===== config.mk =====
export PLATFORM = sky130hd
export DESIGN_NAME = alu_instruction_execute
export DESIGN_NICKNAME = d
export VERILOG_FILES = /design/src/shared/alu_exec_pkg.sv /design/src/shared/alu_if.sv /design/src/hw/alu_instruction_execute.sv /design/src/hw/alu_core.sv
export SDC_FILE = /design/constraint.sdc
export NUM_CORES = 1
export LEC_CHECK = 0
export BUFFER_PORTS_ARGS = -buffer_cell sky130_fd_sc_hd__buf_4
export CAP_MARGIN = 20
export CORE_MARGIN = 1
export CORE_UTILIZATION = 64
export CTS_CLUSTER_SIZE = 10
export DETAILED_ROUTE_END_ITERATION = 8
export GPL_TIMING_DRIVEN = 0
export HOLD_SLACK_MARGIN = 0.05
export PLACE_DENSITY_LB_ADDON = 0.05
export SYNTH_ARGS = -nofsm -noshare
export SYNTH_HDL_FRONTEND = slang
export SYNTH_SLANG_ARGS = --single-unit

===== constraint.sdc =====
create_clock -name clock -period 21.7 [get_ports clock]
set_input_delay 5.425 -clock clock [delete_from_list [all_inputs] [get_ports clock]]
set_output_delay 5.425 -clock clock [all_outputs]
set_load 0.01 [all_outputs]

===== src/shared/alu_exec_pkg.sv =====
// Constants, types and register map shared by the execute unit and its arithmetic core
package alu_exec_pkg;

	// File register addresses used by the side effects
	localparam logic [4:0] FILE_TIMER   = 5'h01;   // timer_zero_count
	localparam logic [4:0] FILE_PCL     = 5'h02;   // Low byte of the program counter
	localparam logic [4:0] FILE_STATUS  = 5'h03;   // Flag byte
	localparam logic [4:0] FILE_PORT_A  = 5'h05;   // port_a_a
	localparam logic [4:0] FILE_PORT_C  = 5'h07;   // port_c_c

	// Flag bit positions inside the flag byte
	localparam int FLAG_C  = 0;                    // Carry
	localparam int FLAG_DIGIT = 1;                 // digit_carry_flag
	localparam int FLAG_Z  = 2;                    // Zero

	// Opcode fields
	localparam logic [5:0] OPC_ADD_FILE  = 6'h07;  // add_accum_file, bits 11:6
	localparam logic [5:0] OPC_AND_FILE  = 6'h05;  // and_accum_file, bits 11:6
	localparam logic [3:0] OPC_AND_LIT   = 4'he;   // and_literal_accum, bits 11:8
	localparam logic [8:0] OPC_DIR_LOAD  = 9'h000; // port_direction_load, bits 11:3

	// Register map on the bus, byte addresses
	localparam logic [7:0] REG_CTRL  = 8'h00;      // Bit 0: prescaler assigned to timer
	localparam logic [7:0] REG_ACCUM = 8'h04;      // Accumulator, read only
	localparam logic [7:0] REG_FLAGS = 8'h08;      // Flag byte, read only
	localparam logic [7:0] REG_PC    = 8'h0c;      // Program counter, read only
	localparam logic [7:0] REG_DIR   = 8'h10;      // Direction latches C:B:A, read only

	// Values after reset
	localparam logic [7:0]  RST_ACCUM = 8'h00;
	localparam logic [8:0]  RST_PC    = 9'h000;
	localparam logic [7:0]  RST_DIR   = 8'hff;     // All pins start undriven
	localparam logic [7:0]  RST_FILE  = 8'h00;
	localparam logic        RST_CTRL  = 1'b0;
	localparam logic [31:0] RST_RDATA = 32'h0000_0000;

	// Arithmetic operations, one-hot
	typedef enum logic [1:0] {
		ALU_ADD = 2'b01,
		ALU_AND = 2'b10
	} aluOp_t;

endpackage


===== src/shared/alu_if.sv =====
// Operand and result bundle between the execute unit and its arithmetic core
`timescale 1ns/100ps
interface alu_if;
	alu_exec_pkg::aluOp_t op;       // Selected operation
	logic [7:0]           opA;      // Accumulator operand
	logic [7:0]           opB;      // File or literal operand
	logic [7:0]           result;   // Operation result
	logic                 carryOut; // Carry out of bit 7
	logic                 digitOut; // Carry out of bit 3
	logic                 zeroOut;  // Result is zero

	modport core (input op, input opA, input opB, output result, output carryOut,
		output digitOut, output zeroOut);
	modport user (output op, output opA, output opB, input result, input carryOut,
		input digitOut, input zeroOut);
endinterface


===== src/hw/alu_instruction_execute.sv =====
// Execute unit for add and AND instructions with port, timer and counter side effects
//
// Contract
// RULE1 - Writing the counter low byte clears bit eight
// RULE2 - Port operands are read from pin levels
// RULE3 - Direction load copies accumulator to port latches
// RULE4 - Direction one floats pin, zero drives it
// RULE5 - Timer count write clears assigned prescaler
// RULE6 - Destination bit picks accumulator or file
// RULE7 - AND with file sets zero, one cycle
// RULE8 - AND with literal into accumulator, zero flag
// RULE9 - Add with file sets carry, digit, zero
//
// The implementer's own choices: the register offsets and register access over APB.
`timescale 1ns/100ps
module alu_instruction_execute (
	input  wire logic              clock,
	input  wire logic              rst,
	input  wire logic              ce,
	input  wire logic [11:0]       instr,
	input  wire logic              instrValid,
	input  wire logic [2:0][7:0]   pinIn,
	output logic      [2:0][7:0]   pinOut,
	output logic      [2:0][7:0]   pinOe,
	output logic                   prescalerClear,
	output logic      [8:0]        pcValue,
	input  wire logic              psel,
	input  wire logic              penable,
	input  wire logic              pwrite,
	input  wire logic [7:0]        paddr,
	input  wire logic [31:0]       pwdata,
	output logic      [31:0]       prdata,
	output logic                   pready,
	output logic                   pslverr
);

	// Whole state of the unit in one record
	typedef struct packed {
		logic [31:0][7:0] fileReg;      // File registers, ports hold output latches
		logic [7:0]       accum;        // Accumulator
		logic [8:0]       pc;           // Program counter
		logic [2:0][7:0]  dirLatch;     // Direction latches A, B, C
		logic [2:0][7:0]  outEnable;    // Registered driver enables
		logic [2:0][7:0]  pinSync1;     // First synchroniser stage
		logic [2:0][7:0]  pinSync2;     // Second stage
		logic [2:0][7:0]  pinSync3;     // Third stage
		logic [2:0][7:0]  pinLevel;     // Filtered pin levels
		logic             prescAssign;  // Prescaler belongs to the timer
		logic             prescClr;     // One-cycle prescaler clear
		logic             apbReady;     // Access phase answer
		logic [31:0]      apbData;      // Read data
		logic             apbErr;       // Unmapped address
	} state_t;

	state_t state_r;   // Registered state
	state_t state_nxt; // Next state

	alu_if aluBus ();  // Bundle to the arithmetic core

	// Arithmetic core
	alu_core aluUnit (
		.alu (aluBus.core)
	);

	// Decoded instruction fields
	logic [4:0] fileAddr;   // File operand
	logic       destFile;   // Destination bit
	logic       isAddFile;  // add_accum_file
	logic       isAndFile;  // and_accum_file
	logic       isAndLit;   // and_literal_accum
	logic       isDirLoad;  // port_direction_load with a port operand
	logic [1:0] portIdx;    // Port index for 5..7

	// Ports sit at three consecutive file addresses
	function automatic logic isPortAddr(input logic [4:0] addr);
		return (addr >= alu_exec_pkg::FILE_PORT_A) && (addr <= alu_exec_pkg::FILE_PORT_C);
	endfunction

	// Port index 0..2 of a port file address
	function automatic logic [1:0] portOf(input logic [4:0] addr);
		return 2'(addr - alu_exec_pkg::FILE_PORT_A);
	endfunction

	// Port addresses return pins, the counter low byte returns the live counter, every other address returns storage
	function automatic logic [7:0] readFile(input state_t s, input logic [4:0] addr);
		// Pin levels, so a read-modify-write never echoes a latch the pin disagrees with
		if (isPortAddr(addr)) begin
			return s.pinLevel[portOf(addr)]; // RULE2
		end
		// Counter low byte read live; the stored copy is never refreshed
		if (addr == alu_exec_pkg::FILE_PCL) begin
			return s.pc[7:0];
		end
		return s.fileReg[addr];
	endfunction

	// Field decode; unknown opcodes simply advance the counter
	always_comb begin
		fileAddr  = instr[4:0];
		destFile  = instr[5];
		portIdx   = portOf(instr[4:0]);
		isAddFile = (instr[11:6] == alu_exec_pkg::OPC_ADD_FILE);
		isAndFile = (instr[11:6] == alu_exec_pkg::OPC_AND_FILE);
		isAndLit  = (instr[11:8] == alu_exec_pkg::OPC_AND_LIT);
		// Only port operands load a latch; other operands are ignored
		isDirLoad = (instr[11:3] == alu_exec_pkg::OPC_DIR_LOAD)
			&& isPortAddr(instr[4:0]); // RULE3
		// Operands always presented so the core output is defined
		// Kept out of the next-state process, which reads the core's result
		aluBus.opA = state_r.accum;
		aluBus.opB = isAndLit ? instr[7:0] : readFile(state_r, fileAddr); // RULE2
		aluBus.op  = isAddFile ? alu_exec_pkg::ALU_ADD : alu_exec_pkg::ALU_AND;
	end

	// Next-state logic: pins, instruction execution and bus slave
	always_comb begin
		state_nxt = state_r;
		if (ce) begin
			// Three-stage pin capture; a level counts once stages two and three agree
			// Costs four edges of latency on a pin read, bought for glitch immunity
			state_nxt.pinSync1 = pinIn;
			state_nxt.pinSync2 = state_r.pinSync1;
			state_nxt.pinSync3 = state_r.pinSync2;
			state_nxt.pinLevel = (~(state_r.pinSync2 ^ state_r.pinSync3) & state_r.pinSync3)
				| ((state_r.pinSync2 ^ state_r.pinSync3) & state_r.pinLevel);
			// Pulse lasts one enabled cycle; the prescaler itself lives outside
			state_nxt.prescClr = 1'b0;
			// One instruction per enabled valid cycle
			if (instrValid) begin
				state_nxt.pc = state_r.pc + 9'h001;
				if (isAddFile || isAndFile) begin
					// Result goes to the file or to the accumulator
					if (destFile) begin
						state_nxt.fileReg[fileAddr] = aluBus.result; // RULE6
						// Counter written as data: ninth bit cleared
						if (fileAddr == alu_exec_pkg::FILE_PCL) begin
							state_nxt.pc = {1'b0, aluBus.result}; // RULE1
						end
						// Timer rewritten: drop the prescaler count
						if (fileAddr == alu_exec_pkg::FILE_TIMER && state_r.prescAssign) begin
							state_nxt.prescClr = 1'b1; // RULE5
						end
					end else begin
						state_nxt.accum = aluBus.result; // RULE6
					end
					// Flag update wins over a direct write of the flag byte
					state_nxt.fileReg[alu_exec_pkg::FILE_STATUS][alu_exec_pkg::FLAG_Z] =
						aluBus.zeroOut; // RULE7
					if (isAddFile) begin
						state_nxt.fileReg[alu_exec_pkg::FILE_STATUS][alu_exec_pkg::FLAG_C] =
							aluBus.carryOut; // RULE9
						state_nxt.fileReg[alu_exec_pkg::FILE_STATUS][alu_exec_pkg::FLAG_DIGIT] =
							aluBus.digitOut; // RULE9
					end
				end else if (isAndLit) begin
					// Literal AND always lands in the accumulator
					state_nxt.accum = aluBus.result; // RULE8
					state_nxt.fileReg[alu_exec_pkg::FILE_STATUS][alu_exec_pkg::FLAG_Z] =
						aluBus.zeroOut; // RULE8
				end else if (isDirLoad) begin
					// Accumulator into the selected direction latch
					state_nxt.dirLatch[portIdx]  = state_r.accum; // RULE3
					state_nxt.outEnable[portIdx] = ~state_r.accum; // RULE4
				end
			end
			// Bus slave: answer decided in setup, driven during the first access cycle
			if (state_r.apbReady) begin
				state_nxt.apbReady = 1'b0;
				// Write lands on the completing edge only
				if (psel && penable && pwrite && paddr == alu_exec_pkg::REG_CTRL) begin
					state_nxt.prescAssign = pwdata[0];
				end
			end else if (psel && !penable) begin
				state_nxt.apbReady = 1'b1;
				state_nxt.apbErr   = 1'b0;
				state_nxt.apbData  = alu_exec_pkg::RST_RDATA;
				unique case (paddr)
					// Control
					alu_exec_pkg::REG_CTRL: begin
						state_nxt.apbData[0] = state_r.prescAssign;
					end
					// Accumulator
					alu_exec_pkg::REG_ACCUM: begin
						state_nxt.apbData[7:0] = state_r.accum;
					end
					// Flag byte
					alu_exec_pkg::REG_FLAGS: begin
						state_nxt.apbData[7:0] = state_r.fileReg[alu_exec_pkg::FILE_STATUS];
					end
					// Program counter
					alu_exec_pkg::REG_PC: begin
						state_nxt.apbData[8:0] = state_r.pc;
					end
					// Direction latches
					alu_exec_pkg::REG_DIR: begin
						state_nxt.apbData[23:0] = state_r.dirLatch;
					end
					// Unmapped, also refuses writes
					default: begin
						state_nxt.apbErr = 1'b1;
					end
				endcase
			end
		end
		// Synchronous reset overrides everything, including the clock enable
		if (rst) begin
			state_nxt             = '0;
			state_nxt.accum       = alu_exec_pkg::RST_ACCUM;
			state_nxt.pc          = alu_exec_pkg::RST_PC;
			state_nxt.fileReg     = {32{alu_exec_pkg::RST_FILE}};
			// Pins float until software loads a direction
			state_nxt.dirLatch    = {3{alu_exec_pkg::RST_DIR}};
			state_nxt.outEnable   = ~{3{alu_exec_pkg::RST_DIR}};
			state_nxt.prescAssign = alu_exec_pkg::RST_CTRL;
			state_nxt.apbData     = alu_exec_pkg::RST_RDATA;
		end
	end

	// State register
	always_ff @(posedge clock) begin
		state_r <= state_nxt;
	end

	// Outputs taken straight from flip-flops
	assign pinOut         = state_r.fileReg[7:5];
	assign pinOe          = state_r.outEnable; // RULE4
	assign prescalerClear = state_r.prescClr;
	assign pcValue        = state_r.pc;
	assign prdata         = state_r.apbData;
	assign pready         = state_r.apbReady;
	assign pslverr        = state_r.apbErr;

endmodule


===== src/hw/alu_core.sv =====
// Combinational adder and AND unit with flag outputs
`timescale 1ns/100ps
module alu_core (
	alu_if.core alu
);
	logic [8:0] fullSum;    // Sum with carry out
	logic [4:0] nibbleSum;  // Low nibble sum with digit carry

	// Both flavours are computed; the op picks the result and whether the carries are driven
	always_comb begin
		fullSum      = {1'b0, alu.opA} + {1'b0, alu.opB};
		nibbleSum    = {1'b0, alu.opA[3:0]} + {1'b0, alu.opB[3:0]};
		alu.result   = alu.opA & alu.opB;
		alu.carryOut = 1'b0;
		alu.digitOut = 1'b0;
		unique case (alu.op)
			// Sum with carry and digit carry
			alu_exec_pkg::ALU_ADD: begin
				alu.result   = fullSum[7:0];
				alu.carryOut = fullSum[8];
				alu.digitOut = nibbleSum[4];
			end
			// Bitwise AND, no carries
			alu_exec_pkg::ALU_AND: begin
				alu.result = alu.opA & alu.opB;
			end
			// Unused codes keep the AND defaults set above
			default: begin
			end
		endcase
		alu.zeroOut = (alu.result == 8'h00);
	end

endmodule


==> reports/metrics.yaml <==
run_status: "finished, final reports clean"
final-max-slew-violation-count: 0
design.final.nets: 2446
cts.repair_timing.setup_buffer_count: 0
drive_gt1_share_pct: 16.76
final_cell_mix: "dfxtp_1 (445), nor2_1 (395), a211oi_1 (240)"
post_dr_wirelength_cell_um: 24.56
ys_types: 67
finalClockSkew_ps: 25.30
design.die.area_sq_um: 31400
yosysWarningCount: 0
routed_via_density: 6.644
post_cts_resize_count: 0
hold_viol_final: 0
dpl_cell_area_sq_um: 21150
multi_input_comb_area_sq_um: 9299
buffer_ports.inserted: 131
worst_slew_pin_slew_ps: 1271
setup.worst_path.class: "in2reg"
drc: 0
final_core_util_pct: 75.13
floorplan.initialDensity_pct: 65.58
crit_path_end_kind: "flop"
cp_data_arrival_time_ps: 13630
routed_wl_mm: 67.33
grt_pass1_vias: 16914
die_outline_height_um: 177.2
grt_overflow: 0
layout.area.seq_sq_um: 8909
pwr_density_cell_nw_per_um2: 74.05
synth_top_flop_cell: "dfxtp_1"
cts.htree.levels: 2
clk-insertion-delay-late_ps: 590
synth_enable_flop_cells: 0
clockRootBuffer: "clkbuf_16"
die_w_um: 177.2
drt_first_pass_iters: 6
synth_sequential_area_ratio_pct: 45.35
critPathRequiredTime_ps: 22120
mostFrequentLayoutCell: "dfxtp_1"
antenna_violations_before_repair: 1
core_region_area_sq_um: 29950
max_cap_violations: 0
clock_tree_from_tritoncts: "built"
unrepaired_setup_endpoints_after_global_routing: "no"
globalplace.congestion: 1.030
p_total_mw: 1.666
power.static_leakage_nw: 8.636
drt-initial-drc-count: 2314
timing.slew.headroom_pct: 14.84
hold_slack_ps: 445.6
timing.critical_path.fanout_max: 11
clk_path_buf_depth: 3
std_cell_rows: 63
synth.cell_area_sq_um: 19640
tritoncts.num_buffers: 50
final.min_clock_period_ps: 13210
area_delta_synth_final_pct: 14.56
category_of_the_worst_setup_path_launch_point: "input pin"
synthesized_netlist_cell_count: 2155
drt.antenna.violating_nets: 0
post_synth.cell_area_avg_sq_um: 9.115
dpl.hpwl_mm: 47.75
clock.fmax_mhz: 75.69
vdd.ir_drop.worst_v: 0.00007127
vias: 18217
post-route-period-util_pct: 60.89
holdBufCountCts: 0
numClockSinks: 445
post-route-cell-area_sq_um: 22500
first_pass_grt_wire_length_mm: 99.84
hp-class: "reg2reg"
postSynth.asyncResetShare_pct: 0
setup_violations: 0
yosys_register_bits: 445
totalNegativeSetupSlack_ps: 0
grt_max_degree: 13
globalRouteTotalUtil_pct: 42.42
filler_cell_count: 2132
io_pins: 175
clk_pin_slew_worst_paths_ps: 70
final timing paths:
kind	start	to	slack [ps]	cells past startpoint
setup reg to reg	pinOut[2]	state_r[443]	16460	15
setup / recovery	instr[0]	state_r[443]	8490	23
hold / removal	state_r[67]	flop	450	2
hold reg to reg	state_r[67]	flop	450	2
layout make-up:
cell class	instances	area share (%)
tap	390	2.168
multi-input combinational	1426	41.32
sequential	445	39.59
buffer	256	5.911
timing repair buffer	135	4.554
inverter	35	0.5838
antenna	1	0.01112
clock inverter	2	0.1724
clock buffer	52	5.688
flip-flops by register name (all words and copies together), names as in the netlist, named ones only:
| name | cells |
|---|---|
| pslverr | 1 |
| aluBus.opA | 8 |
| pready | 1 |
| prdata | 24 |
| prescalerClear | 1 |
| pinOut | 24 |
| state_r | 329 |
| pcValue | 9 |
| pinOe | 24 |
synthesized netlist by cell type (all sizes together) (3+ instances only):
cell type	n	area, sq um
o311ai	4	35.03
o32ai	3	26.28
o211ai	6	45.04
o31a	3	26.28
o221ai	9	78.83
nor3b	3	22.52
a221oi	5	43.79
nand3	34	170.2
nor3	23	115.1
a211oi	240	1802
ha	13	162.7
a22o	5	43.79
mux2i	114	1141
a222oi	3	30.03
a21oi	119	595.6
buf	135	875.8
nor2	417	1620
nor2b	6	37.54
nand4	6	37.54
a22oi	5	37.54
o211a	3	30.03
mux2	6	67.56
inv	34	127.6
a311oi	4	35.03
nand2	117	446.7
clkbuf	121	454.2
dfxtp	445	8909
nand2b	8	50.05
o31ai	4	30.03
o2bb2ai	3	26.28
and2	11	68.82
o22ai	3	18.77
or4	4	30.03
and3	7	43.79
nor4	5	46.29
a21o	27	202.7
a211o	3	26.28
or3	5	31.28
o21ai	80	400.4
mux4	52	1171
o21a	31	232.7
report_power, final:
part | internal [mW] | switching [mW] | total (mW)
clock network | 0.423 | 0.316 | 0.739
logic | 0.0318 | 0.0661 | 0.0979
registers | 0.823 | 0.00578 | 0.829
total | 1.28 | 0.388 | 1.67
through the flow:
step	setup WS, ps	instances
6_report	8488	2742
5_1_grt	8315	2741
3_3_place_gp	7964	2683
3_5_place_dp	7983	2684
4_1_cts	8542	2738
2_1_floorplan	11190	2162
worst max-delay path, stage by stage:
cell and delay (ps):
buf_4 110, buf_2 420, buf_2 540, buf_1 870
inv_1 190, clkbuf_1 440, ha_1 450, clkbuf_1 640
nor2b_1 210, clkbuf_1 340, a21oi_1 170, o311ai_0 340
ha_1 340, inv_1 100, fa_1 400, nor2b_1 180
o31a_1 200, o21a_1 170, mux2_2 400, nor2_1 570
buf_6 240, clkbuf_1 630, a211oi_1 200
cells by family after synthesis:
kind of cell             after synthesis  synth area share [%]
adder cells (fa/ha/maj)               14                0.9300
other                                  1               0.01909
buffers and inverters                291                 7.440
AO/OA/AOI/OAI                        571                 19.63
AND/OR/NAND/NOR                      657                 14.34
multiplexers                         172                 12.12
flip-flops                           445                 45.35
XOR/XNOR                               4                0.1784
routing by layer:
layer  GRT usage, %  wire (um)  part of all wire (%)
met5              0          0                     0
met4          19.11       3132                   4.7
met3          10.42       7892                    12
met2          66.06      30310                    45
met1          55.57      26000                    39
(Power assumes the default switching activity.)
